===== config.mk =====
export PLATFORM = sky130hd
export DESIGN_NAME = cifd_decoder
export DESIGN_NICKNAME = d
export VERILOG_FILES = /design/src/include/cifd_pkg.sv /design/src/hdl/cifd_decoder.sv
export SDC_FILE = /design/constraint.sdc
export NUM_CORES = 1
export LEC_CHECK = 0
export CAP_MARGIN = 30
export CORE_MARGIN = 2
export CORE_UTILIZATION = 55
export CTS_BUF_LIST = sky130_fd_sc_hd__clkbuf_2
export CTS_CLUSTER_DIAMETER = 150
export DETAILED_ROUTE_END_ITERATION = 6
export DONT_BUFFER_PORTS = 1
export HOLD_SLACK_MARGIN = 0.03
export PLACE_DENSITY = 0.7
export SYNTH_ARGS = -nofsm -noshare
export SYNTH_HDL_FRONTEND = slang
export SYNTH_SLANG_ARGS = --single-unit
export TNS_END_PERCENT = 30

===== constraint.sdc =====
create_clock -name i_clk -period 14.25 [get_ports i_clk]
set_clock_uncertainty 0.2 [all_clocks]
set_input_delay 1.425 -clock i_clk [delete_from_list [all_inputs] [get_ports i_clk]]
set_output_delay 1.425 -clock i_clk [all_outputs]
set_load 0.01 [all_outputs]

===== src/include/cifd_pkg.sv =====
// constants, types and field layouts for the instruction format decoder
package cifd_pkg;
    localparam int WORD_W    = 16;
    localparam int TABLE_POINTER_W  = 21;
    localparam int TBLAT_W   = 8;
    localparam int FLAG_N    = 5;
    localparam int LIT_W     = 20;
    localparam int FADDR_W   = 12;
    localparam int PHASES    = 4;

    // phase count: the enable rises on the last oscillator period of a cycle
    localparam logic [1:0] PH_BEFORE_LAST = 2'h2;

    // reset values
    localparam logic [1:0]          PHASE_RST  = 2'h0;
    localparam logic [FLAG_N-1:0]   FLAGS_RST  = 5'h00;
    localparam logic [TABLE_POINTER_W-1:0] TABLE_POINTER_RST = 21'h0_0000;
    localparam logic [TBLAT_W-1:0]  TBLAT_RST  = 8'h00;
    localparam logic [WORD_W-1:0]   WORD_RST   = 16'h0000;

    // flag positions in the status vector
    localparam int FL_C  = 0;
    localparam int FL_DC = 1;
    localparam int FL_Z  = 2;
    localparam int FL_OV = 3;
    localparam int FL_N  = 4;

    // opcode patterns
    localparam logic [3:0]  OP_SECOND = 4'hF;
    localparam logic [3:0]  OP_BIT_LO = 4'h7;
    localparam logic [3:0]  OP_BIT_HI = 4'hB;
    localparam logic [3:0]  OP_MOVE   = 4'hC;
    localparam logic [3:0]  OP_BRREL  = 4'hD;
    localparam logic [3:0]  OP_GRP0   = 4'h0;
    localparam logic [4:0]  OP_BCOND  = 5'h1C;
    localparam logic [4:0]  OP_LIT8   = 5'h01;
    localparam logic [7:0]  OP_PTRLD  = 8'hEE;
    localparam logic [6:0]  OP_CALL   = 7'h76;
    localparam logic [7:0]  OP_GOTO   = 8'hEF;
    localparam logic [5:0]  OP_EXT    = 6'h3A;
    localparam logic [7:0]  OP_BANKLD = 8'h01;
    localparam logic [7:0]  OP_MISC   = 8'h00;
    localparam logic [4:0]  OP_TBL    = 5'h01;
    localparam logic [5:0]  OP_RET    = 6'h04;
    localparam logic [15:0] OP_CALLW  = 16'h0014;
    localparam logic [15:0] OP_NOP    = 16'h0000;

    // table pointer update modes
    localparam logic [1:0] TM_NOCHG   = 2'h0;
    localparam logic [1:0] TM_POSTINC = 2'h1;
    localparam logic [1:0] TM_POSTDEC = 2'h2;
    localparam logic [1:0] TM_PREINC  = 2'h3;

    typedef enum logic [1:0] {CAT_BYTE, CAT_BIT, CAT_LIT, CAT_CTRL} cifd_cat_e;
    typedef enum logic [1:0] {LW_NONE, LW_8, LW_12, LW_20} cifd_lw_e;

    typedef struct packed {
        cifd_cat_e          cat;
        logic               is_nop;
        logic               dest_file;
        logic               use_bank;
        logic [2:0]         bit_idx;
        logic [7:0]         file_addr;
        logic [1:0]         ptr_sel;
        logic [FADDR_W-1:0] src_addr;
        logic [FADDR_W-1:0] dst_addr;
        logic [LIT_W-1:0]   lit;
        cifd_lw_e           lit_w;
        logic               tbl_op;
        logic               tbl_write;
        logic [1:0]         tbl_mode;
        logic               br_rel;
        logic               br_abs;
        logic [LIT_W-1:0]   target;
        logic               fast_mode;
        logic               two_word;
        logic               flow_change;
        logic               extended;
    } cifd_dec_s;
endpackage


===== src/hdl/cifd_decoder.sv =====
// instruction format decoder with cycle sequencer, flags and table pointer
`timescale 1ns/1ns

// Function
// - one-word instructions, four take two words
// - split word into opcode and operand fields
// - classify byte, bit, literal or control
// - destination bit picks accumulator or file
// - access bit picks access RAM or bank
// - three-bit index selects bit 0 to 7
// - file operand: 8-bit address or pointer select
// - register move carries two 12-bit addresses
// - literals are 8, 12 or 20 bits
// - table ops: none, post-inc, post-dec, pre-inc
// - branch target relative signed or absolute
// - lone second word executes as no-operation
// - single word one cycle, two if taken
// - two-word instructions take two cycles
// - instruction cycle equals four oscillator periods
// - keep carry, digit carry, zero, overflow, negative
// - recognise extended subset of eight instructions
// - mode bit selects fast shadow save/restore
// - table pointer 21 bits, latch 8 bits
module cifd_decoder (
    input  wire logic                              i_clk,
    input  wire logic                              i_sys_rst,
    input  wire logic [cifd_pkg::WORD_W-1:0]       i_word,
    input  wire logic                              i_ext_en,
    input  wire logic                              i_test_true,
    input  wire logic [cifd_pkg::FLAG_N-1:0]       i_flag_we,
    input  wire logic [cifd_pkg::FLAG_N-1:0]       i_flag_val,
    input  wire logic                              i_table_pointer_we,
    input  wire logic [cifd_pkg::TABLE_POINTER_W-1:0]     i_table_pointer_val,
    input  wire logic [cifd_pkg::TBLAT_W-1:0]      i_tbl_byte,
    output logic                                   o_cyc_en,
    output logic [1:0]                             o_phase,
    output logic                                   o_word_used,
    output logic                                   o_second_cycle,
    output cifd_pkg::cifd_dec_s                    o_dec,
    output logic [cifd_pkg::FLAG_N-1:0]            o_status,
    output logic [cifd_pkg::TABLE_POINTER_W-1:0]          o_table_pointer,
    output logic [cifd_pkg::TABLE_POINTER_W-1:0]          o_table_addr,
    output logic [cifd_pkg::TBLAT_W-1:0]           o_table_latch
);
    typedef enum logic [1:0] {ST_EXEC, ST_SECOND, ST_FLUSH} cifd_state_e;

    cifd_state_e                    state;
    cifd_state_e                    next_state;
    logic [cifd_pkg::WORD_W-1:0]    ir;
    cifd_pkg::cifd_dec_s            next_dec;

    // full decode of a first word, with the following word for two-word forms
    function automatic cifd_pkg::cifd_dec_s dec_fn(input logic [15:0] w,
                                                   input logic [15:0] s,
                                                   input logic        ext);
        cifd_pkg::cifd_dec_s r;
        r = '0;
        r.cat       = cifd_pkg::CAT_BYTE;
        r.lit_w     = cifd_pkg::LW_NONE;
        r.dest_file = w[9];
        r.use_bank  = w[8];
        r.bit_idx   = w[11:9];
        r.file_addr = w[7:0];
        r.ptr_sel   = w[5:4];
        if (w[15:12] == cifd_pkg::OP_SECOND) begin
            r.cat    = cifd_pkg::CAT_CTRL;
            r.is_nop = 1'b1;
        end else if (w[15:12] >= cifd_pkg::OP_BIT_LO && w[15:12] <= cifd_pkg::OP_BIT_HI) begin
            r.cat = cifd_pkg::CAT_BIT;
        end else if (w[15:12] == cifd_pkg::OP_MOVE) begin
            r.two_word = 1'b1;
            r.src_addr = w[11:0];
            r.dst_addr = s[11:0];
        end else if (w[15:12] == cifd_pkg::OP_BRREL) begin
            r.cat         = cifd_pkg::CAT_CTRL;
            r.br_rel      = 1'b1;
            r.flow_change = 1'b1;
            r.target      = {{9{w[10]}}, w[10:0]};
        end else if (w[15:11] == cifd_pkg::OP_BCOND) begin
            r.cat    = cifd_pkg::CAT_CTRL;
            r.br_rel = 1'b1;
            r.target = {{12{w[7]}}, w[7:0]};
        end else if (w[15:8] == cifd_pkg::OP_PTRLD) begin
            r.cat      = cifd_pkg::CAT_LIT;
            r.two_word = 1'b1;
            r.lit      = {8'h00, w[3:0], s[7:0]};
            r.lit_w    = cifd_pkg::LW_12;
        end else if (w[15:9] == cifd_pkg::OP_CALL || w[15:8] == cifd_pkg::OP_GOTO) begin
            r.cat         = cifd_pkg::CAT_CTRL;
            r.two_word    = 1'b1;
            r.br_abs      = 1'b1;
            r.flow_change = 1'b1;
            r.fast_mode   = (w[15:9] == cifd_pkg::OP_CALL) & w[8];
            r.target      = {s[11:0], w[7:0]};
            r.lit         = {s[11:0], w[7:0]};
            r.lit_w       = cifd_pkg::LW_20;
        end else if (w[15:10] == cifd_pkg::OP_EXT) begin
            r.cat      = cifd_pkg::CAT_LIT;
            r.extended = ext;
            r.is_nop   = ~ext;
        end else if (w[15:11] == cifd_pkg::OP_LIT8 || w[15:8] == cifd_pkg::OP_BANKLD) begin
            r.cat   = cifd_pkg::CAT_LIT;
            r.lit   = {12'h000, w[7:0]};
            r.lit_w = cifd_pkg::LW_8;
        end else if (w[15:8] == cifd_pkg::OP_MISC) begin
            r.cat    = cifd_pkg::CAT_CTRL;
            r.is_nop = (w == cifd_pkg::OP_NOP);
            if (w[7:3] == cifd_pkg::OP_TBL) begin
                r.tbl_op    = 1'b1;
                r.tbl_write = w[2];
                r.tbl_mode  = w[1:0];
            end else if (w[7:2] == cifd_pkg::OP_RET) begin
                r.br_abs      = 1'b1;
                r.flow_change = 1'b1;
                r.fast_mode   = w[0];
            end else if (w == cifd_pkg::OP_CALLW) begin
                r.extended    = ext;
                r.flow_change = ext;
                r.is_nop      = ~ext;
            end
        end
        return r;
    endfunction

    // sequencing decisions
    wire logic in_exec     = (state == ST_EXEC);
    // taken test or program counter change of a single-word instruction
    wire logic flush_req   = ~o_dec.two_word & (o_dec.flow_change | i_test_true);
    wire logic take_second = o_cyc_en & in_exec & o_dec.two_word;
    wire logic go_flush    = o_cyc_en & in_exec & flush_req;
    wire logic take_new    = o_cyc_en & ~take_second & ~go_flush;

    wire cifd_pkg::cifd_dec_s dec_first  = dec_fn(i_word, cifd_pkg::WORD_RST, i_ext_en);
    wire cifd_pkg::cifd_dec_s dec_second = dec_fn(ir, i_word, i_ext_en);
    wire cifd_pkg::cifd_dec_s dec_nop    = dec_fn(cifd_pkg::OP_NOP, cifd_pkg::WORD_RST, 1'b0);

    assign next_dec   = take_new ? dec_first : take_second ? dec_second :
                        go_flush ? dec_nop : o_dec;
    assign next_state = take_second ? ST_SECOND : go_flush ? ST_FLUSH :
                        take_new ? ST_EXEC : state;

    // table pointer decisions for a newly taken table instruction
    wire logic                           tbl_start = take_new & dec_first.tbl_op;
    wire logic [cifd_pkg::TABLE_POINTER_W-1:0]  ptr_inc   = o_table_pointer + 21'h0_0001;
    wire logic [cifd_pkg::TABLE_POINTER_W-1:0]  ptr_dec   = o_table_pointer - 21'h0_0001;
    logic [cifd_pkg::TABLE_POINTER_W-1:0]       next_ptr;
    always_comb begin
        case (dec_first.tbl_mode)
            cifd_pkg::TM_POSTINC: next_ptr = ptr_inc;
            cifd_pkg::TM_POSTDEC: next_ptr = ptr_dec;
            cifd_pkg::TM_PREINC:  next_ptr = ptr_inc;
            default:              next_ptr = o_table_pointer;
        endcase
    end
    wire logic [cifd_pkg::TABLE_POINTER_W-1:0] next_addr =
        (dec_first.tbl_mode == cifd_pkg::TM_PREINC) ? ptr_inc : o_table_pointer;
    wire logic latch_load = o_cyc_en & in_exec & o_dec.tbl_op & ~o_dec.tbl_write;

    always_ff @(posedge i_clk or posedge i_sys_rst) begin
        if (i_sys_rst) begin
            o_phase  <= cifd_pkg::PHASE_RST;
            o_cyc_en <= 1'b0;
        end else begin
            o_phase  <= o_phase + 2'h1;
            o_cyc_en <= (o_phase == cifd_pkg::PH_BEFORE_LAST);
        end
    end

    always_ff @(posedge i_clk or posedge i_sys_rst) begin
        if (i_sys_rst) begin
            state          <= ST_FLUSH;
            ir             <= cifd_pkg::WORD_RST;
            o_dec          <= '0;
            o_word_used    <= 1'b0;
            o_second_cycle <= 1'b0;
        end else begin
            state          <= next_state;
            o_dec          <= next_dec;
            o_word_used    <= take_new | take_second;
            o_second_cycle <= (next_state == ST_SECOND);
            if (take_new) begin
                ir <= i_word;
            end
        end
    end

    always_ff @(posedge i_clk or posedge i_sys_rst) begin
        if (i_sys_rst) begin
            o_status <= cifd_pkg::FLAGS_RST;
        end else if (o_cyc_en) begin
            o_status <= (o_status & ~i_flag_we) | (i_flag_val & i_flag_we);
        end
    end

    always_ff @(posedge i_clk or posedge i_sys_rst) begin
        if (i_sys_rst) begin
            o_table_pointer <= cifd_pkg::TABLE_POINTER_RST;
            o_table_addr    <= cifd_pkg::TABLE_POINTER_RST;
            o_table_latch   <= cifd_pkg::TBLAT_RST;
        end else begin
            if (tbl_start) begin
                o_table_pointer <= next_ptr;
                o_table_addr    <= next_addr;
            end else if (i_table_pointer_we) begin
                o_table_pointer <= i_table_pointer_val;
            end
            if (latch_load) begin
                o_table_latch <= i_tbl_byte;
            end
        end
    end
endmodule


# == Word-level counts from Yosys, hierarchy flattened ==
# Cells that the tools add are included.
# totals
ff_bits,172
latch_bits,0
ram_bits,0
rom_bits,0
input_bits,60
out_inout_bits,154
elab_cells,287
n_memories,0
# op_classes
add_sub_neg,3
n_mul,0
div_mod_pow,0
n_lt_le_gt_ge,4
n_eq_ne,32
shifts,0
mux,180
bitwise,22
n_reduce_logical,15
# op_table
cell,count
$mux W76,4
$mux W94,3
$mux W2,53
$mux W20,5
$mux W22,4
$mux W1,72
$mux W21,3
$mux W26,2
$mux W49,1
$mux W24,2
$mux W4,12
$mux W14,3
$pmux W21 S2,1
$mux W41,1
$mux W18,2
$eq A16 B5 Y1 const B,2
$eq A8 B8 Y1 const B,4
$logic_not A16 Y1,2
$mux W10,3
$eq A4 B4 Y1 const B,6
$mux W3,8
$add A21 B1 Y21 const B,1
$sub A21 B1 Y21 const B,1
$eq A5 B1 Y1 const B,4
other kinds (26),57

# == Depth between registers and ports, before layout ==
# depth
word_depth,30
ltp_mapped,9
ltp_nobuf,7

# == Least setup slack after synthesis ==
# OpenSTA, ideal clock, no wires.
# synth_timing
path_kind,input to register
start,in i_word[5] in the netlist's numbering
end,reg o_table_pointer[15] in the netlist's numbering
setup_ns,0.126
t_arrival_ns,3.178
required_time_ns,13.924
slack_ns,10.747
cell_stages,8
n_path_buf,2
cell_sequence,buf_2 > nor3_2 > nand3b_1 > nor4b_4 > mux2i_1 > buf_2 > a21oi_1 > a2bb2oi_1
# synth_via
elab_chain_len,16
elab_cells_between_ends,22
classes_between,eq/ne (5); mux (13); bitwise (1); reduce/logical (3)
# synth_rtl
item,line_no,text
start: declaration,cifd_decoder.sv:27,"input wire logic [cifd_pkg::WORD_W-1:0] i_word,"
$eq A5 B1 Y1 *,cifd_decoder.sv:108,if (w[7:3] == cifd_pkg::OP_TBL) begin
$mux W4 *,cifd_decoder.sv:108,
$mux W4 *,cifd_decoder.sv:105,end else if (w[15:8] == cifd_pkg::OP_MISC) begin
$mux W4 *,cifd_decoder.sv:101,end else if (w[15:11] == cifd_pkg::OP_LIT8 || w[15:8] == cifd_pkg::OP_BANKLD) begin
$mux W14 *,cifd_decoder.sv:97,end else if (w[15:10] == cifd_pkg::OP_EXT) begin
$mux W4 *,cifd_decoder.sv:88,end else if (w[15:9] == cifd_pkg::OP_CALL || w[15:8] == cifd_pkg::OP_GOTO) begin
$mux W4 *,cifd_decoder.sv:83,end else if (w[15:8] == cifd_pkg::OP_PTRLD) begin
$mux W18 *,cifd_decoder.sv:79,end else if (w[15:11] == cifd_pkg::OP_BCOND) begin
$mux W18 *,cifd_decoder.sv:74,end else if (w[15:12] == cifd_pkg::OP_BRREL) begin
$mux W41 *,cifd_decoder.sv:70,end else if (w[15:12] == cifd_pkg::OP_MOVE) begin
$mux W76 *,cifd_decoder.sv:68,end else if (w[15:12] >= cifd_pkg::OP_BIT_LO && w[15:12] <= cifd_pkg::OP_BIT_HI) begin
$mux W76 *,cifd_decoder.sv:65,if (w[15:12] == cifd_pkg::OP_SECOND) begin
$eq A2 B2 Y1 or $eq A2 B1 Y1 (tied branches),cifd_decoder.sv:148,case (dec_first.tbl_mode)
$reduce_or A2 Y1 (no line),-,
$pmux W21 S2 or $ne A3 B2 Y1 (tied branches),-,
$mux W21 or $reduce_and A2 Y1 (tied branches),-,
end signal: assignment,cifd_decoder.sv:197,o_table_pointer <= cifd_pkg::TABLE_POINTER_RST;
end signal: assignment,cifd_decoder.sv:202,o_table_pointer <= next_ptr;
end signal: assignment,cifd_decoder.sv:205,o_table_pointer <= i_table_pointer_val;
end: declaration,cifd_decoder.sv:41,"output logic [cifd_pkg::TABLE_POINTER_W-1:0] o_table_pointer,"
# Every way passes the cells marked *; elsewhere a longest branch is shown, timed or not.
# A chain may end at the register's enable or synchronous reset.

# == Final worst setup path ==
# layout_timing
start,reg o_dec[2] in the netlist's numbering
end,reg o_dec[37] in the netlist's numbering
# layout_via
elab_chain_len,6
elab_cells_between_ends,11
classes_between,mux (2); bitwise (8); reduce/logical (1)
# layout_rtl
item,line_no,text
start: declaration,cifd_decoder.sv:39,"output cifd_pkg::cifd_dec_s o_dec,"
start signal: assignment,cifd_decoder.sv:178,o_dec <= next_dec;
$not A1 Y1,cifd_decoder.sv:128,wire logic flush_req = ~o_dec.two_word & (o_dec.flow_change | i_test_true);
$and A1 B1 Y1,cifd_decoder.sv:128,
$and A1 B1 Y1,cifd_decoder.sv:130,wire logic go_flush = o_cyc_en & in_exec & flush_req;
$not A1 Y1,cifd_decoder.sv:131,wire logic take_new = o_cyc_en & ~take_second & ~go_flush;
$and A1 B1 Y1,cifd_decoder.sv:131,
$reduce_bool A3 Y1 (no line) or $mux W94 (tied branches),-,
# Parallel ways exist; a longest one is shown, timed or not.

==> flow_metrics.env <==
export IMPL_worstPathArrival_ns=4.06
export IMPL_syn_nets=1020
export IMPL_syn_area_um2=8920
export IMPL_die_area_um2=17300
export IMPL_insertion_delay_ns=0.75
export IMPL_rows=46
export IMPL_cts_sink_count=169
export IMPL_numPortBuffers=0
export IMPL_grt_pass1_wl_um=43600
export IMPL_yosysTopAreaCell="dfrtp_1"
export IMPL_drt_pass1_iter_count=7
export IMPL_cts_tree="built"
export IMPL_fmax_mhz=282
export IMPL_slew_violations=0
export IMPL_rsz0062_at_grt="no"
export IMPL_drt_total_wl_um=28100
export IMPL_grt_max_degree=97
export IMPL_reg2reg_slack_ns=10.70
export IMPL_hold_class="reg2reg"
export IMPL_htree_levels=4
export IMPL_die_w_um=131
export IMPL_p_total_uw=887
export IMPL_utilization_pct=57.5
export IMPL_drv_cap=0
export IMPL_cts_buffers=17
export IMPL_cts_repair_resized=0
export IMPL_status="finished, final reports clean"
export IMPL_critPathKind="reg2reg"
export IMPL_power_leakage_uw=0.00384
export IMPL_yosysSeqAreaShare_pct=47.4
export IMPL_finalHoldViolations=0
export IMPL_drc=0
export IMPL_crit_path_start_kind="flop"
export IMPL_cp_max_fo=12
export IMPL_avgRoutedWirePerCell_um=24.9
export IMPL_root_buffer="clkbuf_2"
export IMPL_worst_pin_slew_ns=1.10
export IMPL_endpoint_kind="flop"
export IMPL_synthArstFlopShare_pct=100
export IMPL_irDropWorstVdd_mv=0.0463
export IMPL_slew_headroom_pct=25.8
export IMPL_cts_setup_buffers=0
export IMPL_yosys_cell_types_count=78
export IMPL_synth_area_leaders="dfrtp_1, nand2_1, o21ai_0"
export IMPL_place_congestion=0.972
export IMPL_yosysMostFrequentCell="dfrtp_1"
export IMPL_drive_gt1_share_pct=9.24
export IMPL_ant_nets=0
export IMPL_nNetsFinal=959
export IMPL_vias_per_cell=6.81
export IMPL_postSynthCellCount=957
export IMPL_layout_min_cycle_time_ns=3.55
export IMPL_cp_data_required_time_ns=14.76
export IMPL_die_height_um=131
export IMPL_ys_flop_type="dfrtp_1"
export IMPL_clkTransAtPathRegs_ns=0.26
export IMPL_core_area_um2=15900
export IMPL_yosys_area_top_type_share_pct=47.1
export IMPL_power_density_nw_per_um2=97.2
export IMPL_start_util_pct=56.2
export IMPL_fin_setup_tns_ns=0
export IMPL_clk_path_buf_depth=2
export IMPL_io_pins=214
export IMPL_synthTopCellsByCount="dfrtp_1, nand2_1, clkbuf_1"
export IMPL_first_global_vias=7304
export IMPL_avgSynthCellArea_um2=9.32
export IMPL_vias=7670
export IMPL_drtIter0Drc=1047
export IMPL_setup_violations=0
export IMPL_grt_usage_pct=32.5
export IMPL_syn2layout_area_growth_pct=2.31
export IMPL_overflow=0
export IMPL_ys_warn_count=0
export IMPL_antenna_found_initial=2
export IMPL_dp_hpwl_um=19800
export IMPL_timing_final_crit_share_pct=24.9
export IMPL_postCtsHoldBufs=0
export IMPL_ys_ff_latch=169
export IMPL_synth_edf_count=0
==> state kept, by name, summed over array words and instances (netlist names), named ones only <==
register	flops
o_table_addr	21
o_word_used	1
ir	16
o_phase	2
o_table_pointer	21
o_table_latch	8
o_cyc_en	1
o_second_cycle	1
o_dec	91
state	2
==> per-stage QoR <==
step,setup slack (ns),std cells,hold WS [ns],instance area [um2]
finish,10.70,1127,0.332,9130
global route,10.50,1127,0.396,9130
CTS,10.82,1125,0.340,9130
detailed placement,10.14,1093,0.312,8890
global placement,10.18,1092,0.308,8870
floorplan,8.05,957,0.282,8920
==> layout by cell type (no fill, tap or decap), drive strengths merged, types with 4 or more instances in the layout <==
master | Yosys | final
o31ai | 5 | 5
a221o | 18 | 18
xor2 | 7 | 7
nor2 | 54 | 54
and3 | 10 | 10
nor3b | 5 | 5
a31oi | 12 | 12
nor4 | 9 | 9
o22ai | 19 | 19
nand4 | 7 | 7
o2bb2ai | 8 | 8
xnor2 | 16 | 16
nand3b | 4 | 4
a211oi | 5 | 5
nand2 | 157 | 157
mux2 | 16 | 16
nor2b | 10 | 10
nor3 | 30 | 30
a211o | 4 | 4
o21ai | 57 | 57
and2 | 5 | 5
dfrtp | 168 | 168
and4 | 5 | 5
inv | 17 | 21
clkinv | 0 | 7
o2bb2a | 6 | 6
a32oi | 10 | 10
a2bb2oi | 5 | 5
o221ai | 7 | 7
clkbuf | 56 | 18
o22a | 12 | 12
buf | 35 | 11
nand2b | 4 | 4
or3 | 12 | 12
a22oi | 23 | 23
a22o | 20 | 20
o211ai | 6 | 6
mux2i | 9 | 9
a21oi | 42 | 42
nand3 | 28 | 28
==> logic make-up after synthesis <==
kind of cell             Yosys count  share of synthesized area [%]
AND/OR/NAND/NOR                  350                           19.2
AO/OA/AOI/OAI                    279                           22.3
flip-flops                       169                           47.4
buffers and inverters            108                           5.37
multiplexers                      25                           3.03
XOR/XNOR                          23                           2.26
adder cells (fa/ha/maj)            3                          0.421
==> area by class of cell <==
type	instances	area [um2]
Fill cell	1435	6760
Sequential cell	169	4230
Multi-Input combinational cell	680	4230
Tap cell	216	270
Clock inverter	14	145
Clock buffer	18	90.1
Timing Repair Buffer	11	90.1
Inverter	17	68.8
Antenna cell	2	5.00
==> per-layer routing <==
metal	vias to the layer above	GRT usage, %	part of all wire (%)	routed length, um
met3	53	11.5	13	3670
met2	495	46.5	44	12300
met1	3734	45.8	40	11300
met4	2	11.9	2.9	805
li1	3386	-	-	-
met5	-	0	0.046	13
==> report_power, final <==
part	switching [uW]	internal, uW	leakage (uW)
sequential	52.2	502	0.00221
combinational	47.8	33.4	0.00149
clock	183	69.0	0.000139
==> worst paths after layout <==
path	start	cells past startpoint	end
min reg2reg	o_phase[0]	1	o_phase[0]
max reg2reg	o_dec[2]	6	o_dec[37]
min	o_phase[0]	1	o_phase[0]
max in group asynchronous	i_sys_rst	2	o_dec[29]
max	o_dec[2]	6	o_dec[37]
min in group asynchronous	i_sys_rst	1	o_phase[0]
==> worst max-delay path, cell delays in order (launching register included) <==
cell,delay (ns)
dfrtp_1,0.57
nand4bb_1,0.39
a221oi_1,0.59
nand2_1,0.47
nor3_1,0.97
o2bb2ai_1,0.19
a221o_1,0.13
Note: power is estimated with default switching activity, not from simulation.
